**config.mk**
```make
export PLATFORM = sky130hd
export DESIGN_NAME = two_wire_config_slave
export DESIGN_NICKNAME = d
export VERILOG_FILES = /design/src/design/twcs_pkg.sv /design/src/design/two_wire_config_slave.sv /design/src/design/twcs_pin_sync.sv
export SDC_FILE = /design/constraint.sdc
export NUM_CORES = 1
export LEC_CHECK = 0
export ABC_CLOCK_PERIOD_IN_PS = 5800
export BUFFER_PORTS_ARGS = -buffer_cell sky130_fd_sc_hd__buf_4
export CAP_MARGIN = 20
export CELL_PAD_IN_SITES_DETAIL_PLACEMENT = 1
export CELL_PAD_IN_SITES_GLOBAL_PLACEMENT = 1
export CORE_ASPECT_RATIO = 1.2
export CORE_UTILIZATION = 45
export DETAILED_ROUTE_END_ITERATION = 6
export HOLD_SLACK_MARGIN = 0.1
export PLACE_DENSITY = 0.75
export SYNTH_ARGS = -nofsm -noshare
export SYNTH_HDL_FRONTEND = slang
export SYNTH_SLANG_ARGS = --single-unit
```
**constraint.sdc**
```tcl
create_clock -name clk -period 5.8 [get_ports clk]
set_input_delay 0.87 -clock clk [delete_from_list [all_inputs] [get_ports clk]]
set_output_delay 0.87 -clock clk [all_outputs]
set_load 0.02 [all_outputs]
```
**src/design/twcs_pkg.sv**
```systemverilog
// Constants and types of the two-wire configuration slave
package twcs_pkg;

    localparam int CLK_HZ = 10_000_000;
    localparam int SCL_STD_HZ = 100_000;
    localparam int SCL_FAST_HZ = 400_000;
    localparam int SCL_HALF_CYCLES = CLK_HZ / (2 * SCL_FAST_HZ);
    localparam int FINE_STEP_HZ = 10_000;

    localparam logic [3:0] DEVICE_ID_RESET = 4'hb;

    localparam logic [7:0] REG_DIVIDER = 8'h00;
    localparam logic [7:0] REG_STEP_HIGH = 8'h01;
    localparam logic [7:0] REG_STEP_LOW = 8'h02;
    localparam logic [7:0] REG_BAND = 8'h03;
    localparam logic [7:0] REG_BUS_ID = 8'h04;
    localparam logic [7:0] REG_FACTORY_BAND = 8'h05;
    localparam logic [7:0] CMD_COMMIT = 8'h06;

    localparam logic [7:0] DIVIDER_RESET = 8'h00;
    localparam logic [7:0] STEP_HIGH_RESET = 8'h00;
    localparam logic [7:0] STEP_LOW_RESET = 8'h00;
    localparam logic [7:0] BAND_RESET = 8'h00;
    localparam logic [7:0] BUS_ID_RESET = 8'h00;

    localparam int DIV_EXP_LSB = 0;
    localparam int DIV_EXP_W = 4;
    localparam int DITHER_BIT = 4;
    localparam logic [3:0] DIV_EXP_MAX = 4'h8;
    localparam int STEP_W = 10;
    localparam int BAND_W = 5;
    localparam int BUS_ADDR_W = 3;
    localparam int POLICY_BIT = 3;
    localparam logic [3:0] BITS_PER_BYTE = 4'h8;

    typedef struct packed {
        logic [DIV_EXP_W-1:0] divideExponent;
        logic ditherDepthSelect;
        logic [BAND_W-1:0] bandSelect;
        logic [STEP_W-1:0] fineStep;
        logic [BUS_ADDR_W-1:0] busAddress;
        logic commitPolicyBit;
    } twcs_config_type;

    typedef struct packed {
        logic sclRise;
        logic sclFall;
        logic start;
        logic stop;
        logic sda;
    } twcs_bus_event_type;

    typedef enum logic [2:0] {
        ST_IDLE,
        ST_ADDR,
        ST_ADDR_ACK,
        ST_RX,
        ST_RX_ACK,
        ST_TX,
        ST_TX_ACK,
        ST_IGNORE
    } twcs_state_type;

endpackage

```
**src/design/two_wire_config_slave.sv**
```systemverilog
// Two-wire configuration slave with its register set
`timescale 1ns/1ps
`default_nettype none
module two_wire_config_slave #(
    parameter logic [3:0] DEVICE_ID = twcs_pkg::DEVICE_ID_RESET
) (
    input wire logic clk,
    input wire logic reset_n,
    input wire logic sclIn,
    output logic sclOut,
    output logic sclOe,
    input wire logic sdaIn,
    output logic sdaOut,
    output logic sdaOe,
    input wire logic [4:0] factoryBandCode,
    input wire logic nvmWriteBusy,
    output logic nvmWriteStart,
    output var twcs_pkg::twcs_config_type cfgOut
);

    twcs_pkg::twcs_bus_event_type ev;
    twcs_pkg::twcs_state_type state;
    logic [3:0] bitCount;
    logic [7:0] rxShift;
    logic [7:0] txShift;
    logic [7:0] pointer;
    logic havePointer;
    logic masterAck;
    logic [7:0] dividerReg;
    logic [7:0] stepHighReg;
    logic [7:0] stepLowReg;
    logic [7:0] bandReg;
    logic [7:0] busIdReg;
    logic addrHit;
    logic rxByteEnd;
    logic wrFire;
    logic txByteEnd;
    logic [7:0] txNext;

    twcs_pin_sync u_sync (
        .clk(clk),
        .reset_n(reset_n),
        .sclIn(sclIn),
        .sdaIn(sdaIn),
        .events(ev)
    );

    // Readback of the register at a pointer
    function automatic logic [7:0] readReg(input logic [7:0] ptr);
        logic [7:0] value;
        value = 8'h00;
        unique case (ptr)
            twcs_pkg::REG_DIVIDER: value = dividerReg;
            twcs_pkg::REG_STEP_HIGH: value = stepHighReg;
            twcs_pkg::REG_STEP_LOW: value = stepLowReg;
            twcs_pkg::REG_BAND: value = bandReg;
            twcs_pkg::REG_BUS_ID: value = busIdReg;
            twcs_pkg::REG_FACTORY_BAND: value = {3'h0, factoryBandCode};
            default: value = 8'h00;
        endcase
        return value;
    endfunction

    // Exponent saturation at eight
    function automatic logic [3:0] satExp(input logic [3:0] raw);
        return (raw > twcs_pkg::DIV_EXP_MAX) ? twcs_pkg::DIV_EXP_MAX : raw;
    endfunction

    // All eight bits of a byte clocked
    function automatic logic byteDone(input logic [3:0] count);
        return count == twcs_pkg::BITS_PER_BYTE;
    endfunction

    // Open-drain pull needed for the leading bit
    function automatic logic drivesLow(input logic [7:0] data);
        return !data[7];
    endfunction

    // Register pointer auto-increment, wraps at the top
    function automatic logic [7:0] nextPtr(input logic [7:0] ptr);
        return ptr + 8'h01;
    endfunction

    // Identifier, bus address bits, then direction
    function automatic logic addrMatch(input logic [7:0] rxByte, input logic [7:0] busId);
        return rxByte[7:1] == {DEVICE_ID, busId[2:0]};
    endfunction

    // Bus identity always commits; others only without the policy
    function automatic logic commitWanted(input logic [7:0] ptr, input logic policy);
        return (ptr == twcs_pkg::REG_BUS_ID) || (!policy && ptr < twcs_pkg::REG_FACTORY_BAND);
    endfunction

    always_comb
    begin
        addrHit = addrMatch(rxShift, busIdReg) && !nvmWriteBusy;
        rxByteEnd = ev.sclFall && byteDone(bitCount);
        wrFire = rxByteEnd && (state == twcs_pkg::ST_RX) && !nvmWriteBusy;
        txByteEnd = ev.sclFall && byteDone(bitCount) && (state == twcs_pkg::ST_TX);
        txNext = readReg(pointer);
    end

    // Bus protocol sequencer
    always_ff @(posedge clk or negedge reset_n)
    begin
        if (!reset_n)
        begin
            state <= twcs_pkg::ST_IDLE;
            bitCount <= 4'h0;
            rxShift <= 8'h00;
            txShift <= 8'h00;
            sdaOe <= 1'b0;
            masterAck <= 1'b0;
        end
        else if (ev.start)
        begin
            // Repeated START restarts addressing at once
            state <= twcs_pkg::ST_ADDR;
            bitCount <= 4'h0;
            sdaOe <= 1'b0;
        end
        else if (ev.stop)
        begin
            state <= twcs_pkg::ST_IDLE;
            bitCount <= 4'h0;
            sdaOe <= 1'b0;
        end
        else
        begin
            unique case (state)
                twcs_pkg::ST_IDLE,
                twcs_pkg::ST_IGNORE:
                begin
                    sdaOe <= 1'b0;
                end
                twcs_pkg::ST_ADDR,
                twcs_pkg::ST_RX:
                begin
                    if (ev.sclRise && !byteDone(bitCount))
                    begin
                        rxShift <= {rxShift[6:0], ev.sda};
                        bitCount <= bitCount + 4'h1;
                    end
                    else if (rxByteEnd)
                    begin
                        bitCount <= 4'h0;
                        if (state == twcs_pkg::ST_ADDR)
                        begin
                            // Pull low before the ninth clock rises
                            sdaOe <= addrHit;
                            state <= addrHit ? twcs_pkg::ST_ADDR_ACK : twcs_pkg::ST_IGNORE;
                        end
                        else
                        begin
                            sdaOe <= !nvmWriteBusy;
                            state <= nvmWriteBusy ? twcs_pkg::ST_IGNORE : twcs_pkg::ST_RX_ACK;
                        end
                    end
                end
                twcs_pkg::ST_ADDR_ACK:
                begin
                    if (ev.sclFall)
                    begin
                        if (rxShift[0])
                        begin
                            // First data bit goes out on this fall
                            state <= twcs_pkg::ST_TX;
                            txShift <= txNext;
                            sdaOe <= drivesLow(txNext);
                        end
                        else
                        begin
                            state <= twcs_pkg::ST_RX;
                            sdaOe <= 1'b0;
                        end
                        bitCount <= 4'h0;
                    end
                end
                twcs_pkg::ST_RX_ACK:
                begin
                    if (ev.sclFall)
                    begin
                        sdaOe <= 1'b0;
                        state <= twcs_pkg::ST_RX;
                    end
                end
                twcs_pkg::ST_TX:
                begin
                    if (ev.sclRise)
                    begin
                        bitCount <= bitCount + 4'h1;
                    end
                    else if (txByteEnd)
                    begin
                        // Release for the master's acknowledge
                        sdaOe <= 1'b0;
                        bitCount <= 4'h0;
                        masterAck <= 1'b0;
                        state <= twcs_pkg::ST_TX_ACK;
                    end
                    else if (ev.sclFall)
                    begin
                        sdaOe <= drivesLow({txShift[6:0], 1'b0});
                        txShift <= {txShift[6:0], 1'b0};
                    end
                end
                twcs_pkg::ST_TX_ACK:
                begin
                    if (ev.sclRise)
                    begin
                        masterAck <= !ev.sda;
                    end
                    else if (ev.sclFall)
                    begin
                        if (masterAck)
                        begin
                            state <= twcs_pkg::ST_TX;
                            txShift <= txNext;
                            sdaOe <= drivesLow(txNext);
                        end
                        else
                        begin
                            // Last byte: leave SDA high for STOP
                            state <= twcs_pkg::ST_IGNORE;
                            sdaOe <= 1'b0;
                        end
                    end
                end
            endcase
        end
    end

    // Register pointer: first written byte, then auto-increment
    always_ff @(posedge clk or negedge reset_n)
    begin
        if (!reset_n)
        begin
            pointer <= 8'h00;
            havePointer <= 1'b0;
        end
        else if (ev.start)
        begin
            havePointer <= 1'b0;
        end
        else if (wrFire)
        begin
            if (!havePointer)
            begin
                pointer <= rxShift;
                havePointer <= 1'b1;
            end
            else
            begin
                pointer <= nextPtr(pointer);
            end
        end
        else if (txByteEnd)
        begin
            pointer <= nextPtr(pointer);
        end
    end

    // Configuration register writes
    always_ff @(posedge clk or negedge reset_n)
    begin
        if (!reset_n)
        begin
            dividerReg <= twcs_pkg::DIVIDER_RESET;
            stepHighReg <= twcs_pkg::STEP_HIGH_RESET;
            stepLowReg <= twcs_pkg::STEP_LOW_RESET;
            bandReg <= twcs_pkg::BAND_RESET;
            busIdReg <= twcs_pkg::BUS_ID_RESET;
        end
        else if (wrFire && havePointer)
        begin
            unique case (pointer)
                twcs_pkg::REG_DIVIDER: dividerReg <= rxShift;
                twcs_pkg::REG_STEP_HIGH: stepHighReg <= rxShift;
                twcs_pkg::REG_STEP_LOW: stepLowReg <= rxShift;
                twcs_pkg::REG_BAND: bandReg <= rxShift;
                twcs_pkg::REG_BUS_ID: busIdReg <= rxShift;
                default: ;
            endcase
        end
    end

    // Nonvolatile commit request
    always_ff @(posedge clk or negedge reset_n)
    begin
        if (!reset_n)
        begin
            nvmWriteStart <= 1'b0;
        end
        else if (wrFire && !havePointer)
        begin
            nvmWriteStart <= (rxShift == twcs_pkg::CMD_COMMIT);
        end
        else if (wrFire)
        begin
            nvmWriteStart <= commitWanted(pointer, busIdReg[twcs_pkg::POLICY_BIT]);
        end
        else
        begin
            nvmWriteStart <= 1'b0;
        end
    end

    // Decoded configuration outputs
    always_ff @(posedge clk or negedge reset_n)
    begin
        if (!reset_n)
        begin
            cfgOut <= '0;
        end
        else
        begin
            cfgOut.divideExponent <= satExp(dividerReg[3:0]);
            cfgOut.ditherDepthSelect <= dividerReg[twcs_pkg::DITHER_BIT];
            cfgOut.bandSelect <= bandReg[4:0];
            cfgOut.fineStep <= {stepHighReg, stepLowReg[7:6]};
            cfgOut.busAddress <= busIdReg[2:0];
            cfgOut.commitPolicyBit <= busIdReg[twcs_pkg::POLICY_BIT];
        end
    end

    // Open-drain drivers: low when enabled, never drive SCL
    always_ff @(posedge clk or negedge reset_n)
    begin
        if (!reset_n)
        begin
            sdaOut <= 1'b0;
            sclOut <= 1'b0;
            sclOe <= 1'b0;
        end
        else
        begin
            sdaOut <= 1'b0;
            sclOut <= 1'b0;
            sclOe <= 1'b0;
        end
    end

endmodule
`default_nettype wire

```
**src/design/twcs_pin_sync.sv**
```systemverilog
// Pin synchroniser and bus condition detector
`timescale 1ns/1ps
`default_nettype none
module twcs_pin_sync (
    input wire logic clk,
    input wire logic reset_n,
    input wire logic sclIn,
    input wire logic sdaIn,
    output var twcs_pkg::twcs_bus_event_type events
);

    logic [2:0] sclPipe;
    logic [2:0] sdaPipe;

    // Stage 0 feeds only stage 1; edges use stages 1 and 2
    always_ff @(posedge clk or negedge reset_n)
    begin
        if (!reset_n)
        begin
            sclPipe <= 3'h7;
            sdaPipe <= 3'h7;
        end
        else
        begin
            sclPipe <= {sclPipe[1:0], sclIn};
            sdaPipe <= {sdaPipe[1:0], sdaIn};
        end
    end

    // Two-cycle latency stays well inside a fast-mode half period
    always_comb
    begin
        events.sclRise = sclPipe[1] && !sclPipe[2];
        events.sclFall = !sclPipe[1] && sclPipe[2];
        events.start = sclPipe[1] && sclPipe[2] && sdaPipe[2] && !sdaPipe[1];
        events.stop = sclPipe[1] && sclPipe[2] && !sdaPipe[2] && sdaPipe[1];
        events.sda = sdaPipe[1];
    end

endmodule
`default_nettype wire

```
# [Yosys cells after proc, flatten, opt, wreduce, memory -nomap -nowiden]
# Cells that the tools add are included.
[totals] register_bits=104 inputBits=10 output_inout_bits=29 word_cells=174
[classes] addsub=2 n_lt_le_gt_ge=2 eq_ne=36 muxes=61 n_bitwise=2 n_reduce_logical=49
[op_table] cell="7-bit 2-to-1 mux" n=8
[op_table] cell="8-bit case mux with 6 select lines" n=1
[op_table] cell="3-bit 2-to-1 mux" n=13
[op_table] cell="4-bit 2-to-1 mux" n=8
[op_table] cell="4-bit inequality test (second input constant)" n=8
[op_table] cell="8-bit by 3-bit == test with 1-bit output (second input constant)" n=3
[op_table] cell="8-bit 2-to-1 mux" n=3
[op_table] cell="1-bit 2-to-1 mux" n=21
[op_table] cell="7-bit case mux with 3 select lines" n=1
[op_table] cell="2-bit inequality test (second input constant)" n=10
[op_table] cell="8-bit by 2-bit == test with 1-bit output (second input constant)" n=2
[op_table] cell="1-bit logical AND" n=16
[op_table] cell="5-bit inequality test (second input constant)" n=3
[op_table] cell="3-bit case mux with 5 select lines" n=1
[op_table] cell="3-bit == test (second input constant)" n=4
[op_table] cell="4-bit case mux with 3 select lines" n=1
[op_table] cell="2-bit AND reduction" n=6
[op_table] cell="11-bit AND reduction" n=1
[op_table] cell="1-bit logical NOT" n=10
[op_table] cell="9-bit AND reduction" n=1
[op_table] cell="8-bit by 1-bit adder with 8-bit output (second input constant)" n=1
[op_table] cell="8-bit by 1-bit == test with 1-bit output (second input constant)" n=1
[op_table] cell="8-bit logical NOT" n=1
[op_table] cell="8-bit by 3-bit less-than comparator with 1-bit output (second input constant)" n=1
[op_table] cell="20 further kinds" n=27

# [Depth between registers and ports, before layout]
# Gate-level depths: netlist of the first run.
[logic_depth] depth_word=9 ltp_mapped=9 depth_no_buf=7

# [Modules after synthesis]
# A second synthesis of the first run with hierarchy kept.
[hier_totals] cells_unflattened=428 hier_area_um2=4956.0
[modules_own_cells] module="two_wire_config_slave" n_inst=1 cells_per_inst=417 area_per_inst_um2=4758.3 seq_area_each_um2=2452.4
[modules_own_cells] module="twcs_pin_sync" n_inst=1 cells_per_inst=11 area_per_inst_um2=197.7 seq_area_each_um2=157.7

# [Worst setup path after synthesis of the first run]
# No wires, ideal clock.
[synth_path] kind="in2reg" startpoint="in nvmWriteBusy" endpoint="reg bandReg[0]" setup_time_ps=125 arrival_time_ps=2239 t_required_ps=5675 slack_ps=3436 cell_stages=6 n_path_buf=1 path_cell_list="and4bb_2 > nand3_2 > nor4b_4 > and2_4 > buf_12 > mux2_4"
[synth_between] elab_chain_len=4
[synth_rtl] item="start, declared" line="two_wire_config_slave.sv:16" rtl="input wire logic nvmWriteBusy,"
[synth_rtl] item="1-bit logical NOT" line="two_wire_config_slave.sv:98" rtl="wrFire = rxByteEnd && (state == twcs_pkg::ST_RX) && !nvmWriteBusy;"
[synth_rtl] item="1-bit logical AND" line="two_wire_config_slave.sv:98"
[synth_rtl] item="1-bit logical AND" line="two_wire_config_slave.sv:274" rtl="else if (wrFire && havePointer)"
[synth_rtl] item="2-bit AND reduction (no line)"
[synth_rtl] item="end signal, assigned" line="two_wire_config_slave.sv:271" rtl="bandReg <= twcs_pkg::BAND_RESET;"
[synth_rtl] item="end signal, assigned" line="two_wire_config_slave.sv:280" rtl="twcs_pkg::REG_BAND: bandReg <= rxShift;"
[synth_rtl] item="end, declared" line="two_wire_config_slave.sv:32" rtl="logic [7:0] bandReg;"
# No other way between the ends.
# A chain may end at the register's enable or synchronous reset.

# [Worst setup path after layout of the first run]
[layout_path] startpoint="reg u_sync.sclPipe[2]" endpoint="reg stepHighReg[3]"
[layout_between] elab_chain_len=6
[layout_rtl] item="start, declared" line="twcs_pin_sync.sv:12" rtl="logic [2:0] sclPipe;"
[layout_rtl] item="start signal, assigned" line="twcs_pin_sync.sv:25" rtl="sclPipe <= {sclPipe[1:0], sclIn};"
[layout_rtl] item="1-bit logical AND" line="twcs_pin_sync.sv:34" rtl="events.sclFall = !sclPipe[1] && sclPipe[2];"
[layout_rtl] item="1-bit logical AND" line="two_wire_config_slave.sv:97" rtl="rxByteEnd = ev.sclFall && byteDone(bitCount);"
[layout_rtl] item="1-bit logical AND (2 in series)" line="two_wire_config_slave.sv:98"
[layout_rtl] item="1-bit logical AND" line="two_wire_config_slave.sv:274"
[layout_rtl] item="2-bit AND reduction (no line)"
[layout_rtl] item="end signal, assigned" line="two_wire_config_slave.sv:269" rtl="stepHighReg <= twcs_pkg::STEP_HIGH_RESET;"
[layout_rtl] item="end signal, assigned" line="two_wire_config_slave.sv:278" rtl="twcs_pkg::REG_STEP_HIGH: stepHighReg <= rxShift;"
[layout_rtl] item="end, declared" line="two_wire_config_slave.sv:30" rtl="logic [7:0] stepHighReg;"
# No other way between the ends.

==> results.py, run 1 <==
metrics = {
    "status": {
        "status": "finished, final reports clean",
    },
    "power_and_ir_drop": {
        "p_clk_share_pct": 32.7,
        "p_int_mw": 1.169,
        "sw_frac_of_total_pct": 31.78,
        "p_sw_mw": 0.5445,
        "power.share.combinational_pct": 13.6,
        "power_density_mw_per_mm2": 308.8,
        "seqPwrFrac_pct": 53.7,
        "vdd_drop_max_mv": 0.1691,
        "p_leak_nw": 2.545,
    },
    "synth": {
        "ys_ff_latch": 104,
        "syn_inst": 414,
        "syn_avg_cell_area_um2": 12.30,
        "synth_flop_cell": "dfrtp_1",
        "ys_async_sr_fraction_pct": 100.0,
        "synth_cell_type_count": 63,
        "yosys_warnings": 0,
        "netlist_area_mm2": 0.005094,
        "synth-edff-count": 0,
        "ys_seq_area_share_pct": 51.24,
    },
    "worst_setup_path": {
        "start_kind": "register",
        "worstSetupEndpointType": "register",
        "reg2reg_depth": 5,
        "critical_path.cell_chain": "nor2b_1 > nand3_2 > nor4b_4 > and2_4 > mux2_4",
        "crit_type": "reg2reg",
        "crit_family": "simple AND/OR/NAND/NOR gates",
        "reg2reg_from": "u_sync.sclPipe[2]",
        "crit_fanout": 11,
        "r2r_slack_ps": 3080,
        "crit_arrival_ps": 2950,
        "crit_required_ps": 6030,
        "r2r_end": "stepHighReg[3]",
        "cp_slowest_cell": "nor2b_1",
        "critPathBufInv": 0,
        "critPathMaxStageDelay_ps": 630,
    },
    "detailed_routing": {
        "drt_iter0_drc": 149,
        "via_per_inst": 5.975,
        "wirelength_mm": 12.47,
        "drc_errors": 0,
        "vias": 3382,
        "postRouteAntennaNets": 0,
        "drtPass1Iterations": 5,
        "drt-wirelength-per-cell_um": 22.03,
    },
    "cells_and_area": {
        "drive_gt1_share_pct": 30.65,
        "design_area_mm2": 0.005548,
        "syn_to_final_growth_pct": 8.917,
        "layout_common_cells": "dfrtp_1, buf_4, mux2_4, mux2_2, o21ai_0",
        "stdcell_count": 566,
        "num_antenna_cells": 0,
        "nets": 446,
        "layout_commonest_cell": "dfrtp_1",
        "fin_util_pct": 50.27,
    },
    "sta": {
        "grt_setup_unrepaired": "false",
        "hold_viol": 0,
        "period_share_pct": 46.88,
        "period_needed_ps": 2719,
        "setup_viol": 0,
        "fin_ws_ps": 3081,
        "slew_headroom_pct": 39.10,
        "slew_viol_final": 0,
        "timing.fmax_mhz": 367.8,
        "tns_ps": 0,
        "tightest_slew_ps": 913.6,
        "finClkSkew_ps": 9.736,
    },
    "worst_hold_path": {
        "holdCritStartpoint": "u_sync.sdaPipe[0]",
        "whs_path_depth": 0,
        "hold_path.class": "reg2reg",
        "holdPathEnd": "u_sync.sdaPipe[1]",
    },
    "place": {
        "dpl.hpwl_mm": 8.611,
        "dpl_worst_slack_ps": 3050,
        "dpl_cell_area_mm2": 0.005281,
        "io_buffers": 35,
        "place_congestion": 0.8405,
        "numPlacedInstances": 550,
    },
    "floorplan": {
        "rows": 42,
        "dieHeight_um": 118.5,
        "core_area_mm2": 0.01104,
        "dieWidth_um": 99.12,
        "start_util_pct": 46.16,
        "die_area_mm2": 0.01175,
        "num_io_pins": 39,
    },
    "clock_network": {
        "clockBufferDepth": 2,
        "clk-insertion-delay-late_ps": 350,
        "cts_root_buf": "clkbuf_16",
        "numCtsBuffers": 9,
        "cts_resized": 0,
        "cts.hold.buffers_added": 0,
        "cts_tree": "yes",
        "cts_sinks": 104,
        "htreeDepth": 3,
        "path_clk_slew_ps": 70,
        "post-cts-setup-buffer-count": 0,
    },
    "grt": {
        "track_usage_pct": 22.93,
        "grt_pass1_wl_mm": 20.13,
        "grt_overflow": 0,
        "grt_pass1_vias": 3543,
        "antenna_found_initial": 0,
        "grt_max_degree": 59,
    },
    "job": {
        "cap_viol_max_count": 0,
    },
}
==> cell type report <==
cell class              instances  area (µm²)
clock buffers                  12       236.5
clock inverters                 4       30.03
fillers                      1152        5488
inverters                      12       45.04
multi-input cells             266        2191
flip-flops and latches        104        2610
well taps                     132       165.2
repair buffers                 36       270.3
==> cell usage after synthesis (all sizes together), types with 4 or more instances <==
cell type,instances,area (µm²)
nand3,11,60.06
a22o,6,52.55
a31oi,8,50.05
nor3,6,46.30
nand2b,6,37.54
clkbuf,7,27.52
and3,4,26.28
a32oi,4,35.03
mux2,62,818.3
buf,27,227.7
and2,6,47.54
inv,12,45.04
a22oi,4,30.03
nor2,18,75.07
a222oi,7,70.07
o22ai,4,25.02
dfrtp,98,2452
a21oi,17,85.08
a2bb2oi,4,35.03
nand2,19,71.32
ha,7,87.58
dfstp,6,157.7
o21ai,21,105.1
nor2b,8,50.05
==> cell families (layout without fill, tap and decap cells) <==
group                      Yosys count  in the layout  share of synthesized area [%]
DFF                                104            104                          51.24
buffers and inverters               46             64                          5.895
xor gates and xnor gates             3              3                         0.5159
other                                1              3                        0.07362
and+or+nand+nor                     95             95                          11.08
muxes                               63             63                          16.26
adders and majority gates            7              7                          1.719
AOI/OAI and AO/OA                   95             95                          13.22
==> metrics by stage <==
stage	hold slack, ps	power [mW]
2_1_floorplan	345.2	1.072
4_1_cts	359.5	1.729
6_report	358.0	1.713
5_1_grt	364.1	1.784
3_3_place_gp	347.1	1.153
3_5_place_dp	348.1	1.165
==> registers in the layout, summed over array words and instances, names as in the netlist, 4 cells and up <==
| register | cells |
|---|---|
| pointer | 8 |
| cfgOut | 24 |
| dividerReg | 8 |
| txShift | 7 |
| bandReg | 8 |
| busIdReg | 8 |
| rxShift | 8 |
| stepHighReg | 8 |
| stepLowReg | 8 |
| bitCount | 4 |
==> how the worst max path moves through the flow <==
stage / from / to / slack (ps) / cells after the start
2_1_floorplan: nvmWriteBusy / bandReg[0] / 3440 / 6
3_3_place_gp: nvmWriteBusy / dividerReg[2] / 3130 / 6
3_5_place_dp: nvmWriteBusy / stepHighReg[6] / 3050 / 6
4_1_cts: u_sync.sclPipe[2] / stepHighReg[3] / 3080 / 5
5_1_grt: u_sync.sclPipe[2] / stepHighReg[3] / 2930 / 5
6_report: u_sync.sclPipe[2] / stepHighReg[3] / 3080 / 5
==> worst reg2reg max path, stage by stage, from the launching register on <==
cell and delay, ps:
dfstp_2 570, nor2b_1 630, nand3_2 330, nor4b_4 440, and2_4 310, mux2_4 330
==> power groups by stage <==
stage | combinational [mW] | sequential, mW | clock, mW
after floorplan | 0.275 | 0.796 | 0
after global placement | 0.223 | 0.929 | 0
final | 0.233 | 0.920 | 0.560
after global routing | 0.258 | 0.929 | 0.597
after CTS | 0.236 | 0.918 | 0.576
after detailed placement | 0.233 | 0.932 | 0
==> routing by layer <==
layer / track usage (%) / up-vias / routed length, µm
met3: 3.607 / 27 / 436
met4: 9.743 / 0 / 340
li1: - / 1534 / -
met1: 28.08 / 1734 / 5156
met2: 39.90 / 87 / 6537
met5: 0 / - / 0
Note: power is estimated with default switching activity, not from simulation.
==> inputs of run 2 (changes only) <==
Settings changed: ABC_CLOCK_PERIOD_IN_PS 5800 to 2440, CORE_UTILIZATION 45 to 44, PLACE_DENSITY 0.75 to 0.76.
Clock period 5.8 ns to 2.44 ns, I/O delays scaled along.
==> run 2 against run 1 <==
Setup slack lost 2900 ps. Cell count up 7.1%. Fmax increased by 19%. Critical endpoint is now txShift[3]. Largest power group unchanged.
==> results.py, run 2 (same netlist as run 1, synthesis figures left out) <==
metrics = {
    "worst_setup_path": {
        "critPathMaxStageDelay_ps": 540,
        "crit_fanout": 10,
        "crit_type": "reg2reg",
        "cp_slowest_cell": "a222oi_1",
        "critical_path.cell_chain": "inv_1 > ha_1 > a222oi_1 > o21ai_0 > a22o_1 > mux2_2",
        "crit_required_ps": 2670,
        "critPathBufInv": 1,
        "start_kind": "register",
        "crit_arrival_ps": 2510,
        "crit_family": "compound AO/OA/AOI/OAI gates",
        "worstSetupEndpointType": "register",
    },
    "detailed_routing": {
        "via_per_inst": 5.738,
        "drtPass1Iterations": 4,
        "drt-wirelength-per-cell_um": 20.80,
        "postRouteAntennaNets": 0,
        "wirelength_mm": 12.61,
        "vias": 3477,
        "drt_iter0_drc": 140,
        "drc_errors": 0,
    },
    "job": {
        "cap_viol_max_count": 0,
    },
    "clock_network": {
        "htreeDepth": 3,
        "path_clk_slew_ps": 70,
        "clockBufferDepth": 2,
        "cts_tree": "yes",
        "cts_sinks": 104,
        "post-cts-setup-buffer-count": 0,
        "cts_root_buf": "clkbuf_16",
        "clk-insertion-delay-late_ps": 350,
        "numCtsBuffers": 9,
    },
    "power_and_ir_drop": {
        "power_density_mw_per_mm2": 746.4,
        "p_clk_share_pct": 34.0,
        "p_int_mw": 2.963,
        "total_power_mw": 4.296,
        "sw_frac_of_total_pct": 31.01,
        "seqPwrFrac_pct": 47.0,
        "p_leak_nw": 2.650,
        "power.share.combinational_pct": 19.0,
        "vdd_drop_max_mv": 0.2881,
        "p_sw_mw": 1.332,
    },
    "sta": {
        "slew_headroom_pct": 56.08,
        "slew_viol_final": 0,
        "setup_viol": 0,
        "hold_viol": 0,
        "grt_setup_unrepaired": "false",
        "period_share_pct": 93.42,
        "period_needed_ps": 2279,
        "finClkSkew_ps": 6.052,
        "tns_ps": 0,
        "tightest_slew_ps": 658.8,
        "timing.fmax_mhz": 438.7,
    },
    "grt": {
        "grt_pass1_vias": 3722,
        "antenna_found_initial": 0,
        "track_usage_pct": 22.76,
        "grt_pass1_wl_mm": 20.62,
        "grt_overflow": 0,
        "grt_max_degree": 67,
    },
    "floorplan": {
        "core_area_mm2": 0.01114,
        "start_util_pct": 45.72,
        "dieWidth_um": 100.2,
        "die_area_mm2": 0.01201,
        "rows": 42,
        "num_io_pins": 39,
        "dieHeight_um": 119.9,
    },
    "place": {
        "io_buffers": 35,
        "dpl_cell_area_mm2": 0.005449,
        "place_congestion": 0.8575,
        "dpl.hpwl_mm": 8.927,
    },
    "cells_and_area": {
        "layout_commonest_cell": "dfrtp_1",
        "drive_gt1_share_pct": 33.63,
        "num_antenna_cells": 0,
        "top_register": "cfgOut",
        "nets": 464,
        "syn_to_final_growth_pct": 12.99,
        "largest_reg_flops": 24,
        "layout_common_cells": "dfrtp_1, buf_4, mux2_4, mux2_2, o21ai_0",
        "design_area_mm2": 0.005756,
    },
    "status": {
        "status": "finished, final reports clean",
    },
    "worst_hold_path": {
        "hold_path.class": "in2reg",
    },
}
run 2: metal layers:
layer | track usage, % | vias up | routed length (µm) | share of wire (%)
li1 | - | 1560 | - | -
met1 | 27.61 | 1808 | 5178 | 41
met2 | 39.30 | 80 | 6612 | 52
met3 | 3.553 | 29 | 413 | 3.3
met4 | 10.69 | 0 | 401 | 3.2
met5 | 0 | - | 0 | 0
run 2: repair_timing:
action / CTS / global route
endpoints found under the setup margin: 0 / 0
hold endpoints to repair: 32 / 0
gates resized for setup: 0 / 0
hold buffers: 1 / 0
run 2: final timing paths:
kind / start / to / slack [ps] / depth (start not counted)
hold reg to reg: u_sync.sdaPipe[0] / u_sync.sdaPipe[1] / 360 / 0
setup / recovery: pointer[0] / txShift[3] / 160 / 6
hold / removal: sdaIn / u_sync.sdaPipe[0] / 120 / 1
setup reg to reg: pointer[0] / txShift[3] / 160 / 6
max in group asynchronous: reset_n / state[2] / 1170 / 3
min in group asynchronous: reset_n / cfgOut[13] / 550 / 2
run 2: power groups by stage:
stage	Clock [mW]	Combinational (mW)	Sequential [mW]
2_1_floorplan	0	0.654	1.89
3_3_place_gp	0	0.787	2.03
3_5_place_dp	0	0.815	2.04
4_1_cts	1.48	0.825	2.01
5_1_grt	1.55	0.887	2.03
6_report	1.46	0.815	2.02
run 2: area by class of cell:
type / instances / area, µm²
fill: 1182 / 5385
inverter: 12 / 45.04
tap: 154 / 192.7
clock inverter: 6 / 67.56
sequential: 104 / 2610
clock buffer: 10 / 229.0
timing repair buffer: 54 / 420.4
multi-input combinational: 266 / 2191
run 2: stage by stage:
stage | setup slack (ps) | utilization [%] | instances | hold slack [ps]
final | 160.6 | 51.66 | 606 | 120.8
after global routing | 13.22 | 51.66 | 606 | 110.4
after CTS | 183.0 | 51.66 | 606 | 115.5
after detailed placement | 199.4 | 48.91 | 589 | 351.5
after global placement | 254.1 | 48.91 | 589 | 345.3
after floorplan | 369.6 | - | 416 | 70.41
==> inputs of run 3 (changes only) <==
Settings changed: RECOVER_POWER set to 50.
==> run 3 against run 2 <==
Die area unchanged. Non-clock buffer count unchanged. Critical path type unchanged. Setup slack got worse by 8.3 ps. Largest cell class unchanged. Flip-flop and latch count unchanged. Combinational power about the same. Via count decreased by 0.52%. Register-to-register slack about the same.
==> results.py, run 3 (same netlist as run 1, synthesis figures left out) <==
metrics = {
    "clock_network": {
        "cts_sinks": 104,
        "htreeDepth": 3,
        "cts_root_buf": "clkbuf_16",
        "numCtsBuffers": 9,
        "path_clk_slew_ps": 70,
        "clk-insertion-delay-late_ps": 350,
        "cts_tree": "yes",
        "clockBufferDepth": 2,
    },
    "grt": {
        "grt_overflow": 0,
        "grt_max_degree": 67,
        "grt_pass1_vias": 3722,
        "track_usage_pct": 22.76,
        "antenna_found_initial": 0,
        "grt_pass1_wl_mm": 20.62,
    },
    "worst_hold_path": {
        "whs_path_depth": 1,
        "hold_path.class": "in2reg",
    },
    "sta": {
        "hold_viol": 0,
        "grt_setup_unrepaired": "false",
        "timing.fmax_mhz": 437.1,
        "slew_headroom_pct": 29.59,
        "setup_viol": 0,
        "period_share_pct": 93.76,
        "period_needed_ps": 2288,
        "slew_viol_final": 0,
        "tns_ps": 0,
        "finClkSkew_ps": 5.435,
        "fin_ws_ps": 152.2,
        "tightest_slew_ps": 1056,
    },
    "floorplan": {
        "die_area_mm2": 0.01201,
        "core_area_mm2": 0.01114,
        "rows": 42,
        "dieWidth_um": 100.2,
        "dieHeight_um": 119.9,
        "start_util_pct": 45.72,
        "num_io_pins": 39,
    },
    "place": {
        "dpl.hpwl_mm": 8.927,
        "numPlacedInstances": 589,
        "place_congestion": 0.8575,
        "dpl_worst_slack_ps": 199.4,
        "io_buffers": 35,
    },
    "power_and_ir_drop": {
        "p_leak_nw": 2.537,
        "total_power_mw": 4.294,
        "power_density_mw_per_mm2": 759.3,
        "vdd_drop_max_mv": 0.2883,
    },
    "cells_and_area": {
        "num_antenna_cells": 0,
        "layout_common_cells": "dfrtp_1, mux2_4, mux2_2, clkbuf_1, buf_4",
        "nets": 464,
        "drive_gt1_share_pct": 27.43,
        "layout_commonest_cell": "dfrtp_1",
        "stdcell_count": 606,
        "largest_reg_flops": 24,
        "syn_to_final_growth_pct": 11.03,
        "top_register": "cfgOut",
    },
    "detailed_routing": {
        "drtPass1Iterations": 5,
        "drt_iter0_drc": 171,
        "drc_errors": 0,
        "postRouteAntennaNets": 0,
        "vias": 3459,
        "wirelength_mm": 12.60,
        "drt-wirelength-per-cell_um": 20.79,
        "via_per_inst": 5.708,
    },
    "worst_setup_path": {
        "worstSetupEndpointType": "register",
        "crit_type": "reg2reg",
        "r2r_slack_ps": 150,
        "crit_arrival_ps": 2520,
        "reg2reg_depth": 6,
        "crit_required_ps": 2670,
        "crit_fanout": 10,
        "start_kind": "register",
    },
    "job": {
        "cap_viol_max_count": 0,
    },
    "status": {
        "status": "finished, final reports clean",
    },
}
run 3: what timing repair did:
action	CTS	global route
resized for setup	0	0
buffers inserted	0	0
hold buffers	1	0
endpoints found under the hold margin	32	0
run 3: stage by stage:
| stage | util (%) | hold WS (ps) | instance area (µm²) |
|---|---|---|---|
| finish | 50.76 | 122.3 | 5655 |
| global route | 50.76 | 112.4 | 5655 |
| CTS | 51.66 | 115.5 | 5756 |
| detailed placement | 48.91 | 351.5 | 5449 |
| global placement | 48.91 | 345.3 | 5449 |
| floorplan | - | 70.41 | 5101 |
run 3: layer usage:
layer  GRT usage, %  vias up  share of wire [%]
met5              0        -                  0
met4          10.69        0                3.2
met3          3.553       30                3.3
met2          39.30       84                 52
met1          27.61     1785                 41
li1               -     1560                  -
run 3: cell type report:
| type | count | area (µm²) |
|---|---|---|
| inverters | 12 | 45.04 |
| well taps | 154 | 192.7 |
| flip-flops and latches | 104 | 2610 |
| clock inverters | 6 | 67.56 |
| fillers | 1192 | 5485 |
| clock buffers | 10 | 229.0 |
| multi-input cells | 266 | 2191 |
| repair buffers | 54 | 320.3 |
run 3: worst paths after layout:
kind / start / end
setup / recovery: pointer[0] / txShift[3]
hold / removal: sdaIn / u_sync.sdaPipe[0]
max in group asynchronous: reset_n / state[2]
hold reg to reg: u_sync.sclPipe[0] / u_sync.sclPipe[1]
min in group asynchronous: reset_n / cfgOut[13]
setup reg to reg: pointer[0] / txShift[3]
run 3: critical path, cell delays in order, from the launching register on:
cell      delay, ps
dfrtp_1         440
inv_1           120
ha_1            360
a222oi_1        540
o21ai_0         190
a22o_1          250
mux2_2          260
run 3: where the power goes:
part / total, mW / switching [mW] / internal [mW]
logic: 0.815 / 0.477 / 0.337
registers: 2.02 / 0.197 / 1.82
clock network: 1.46 / 0.659 / 0.800
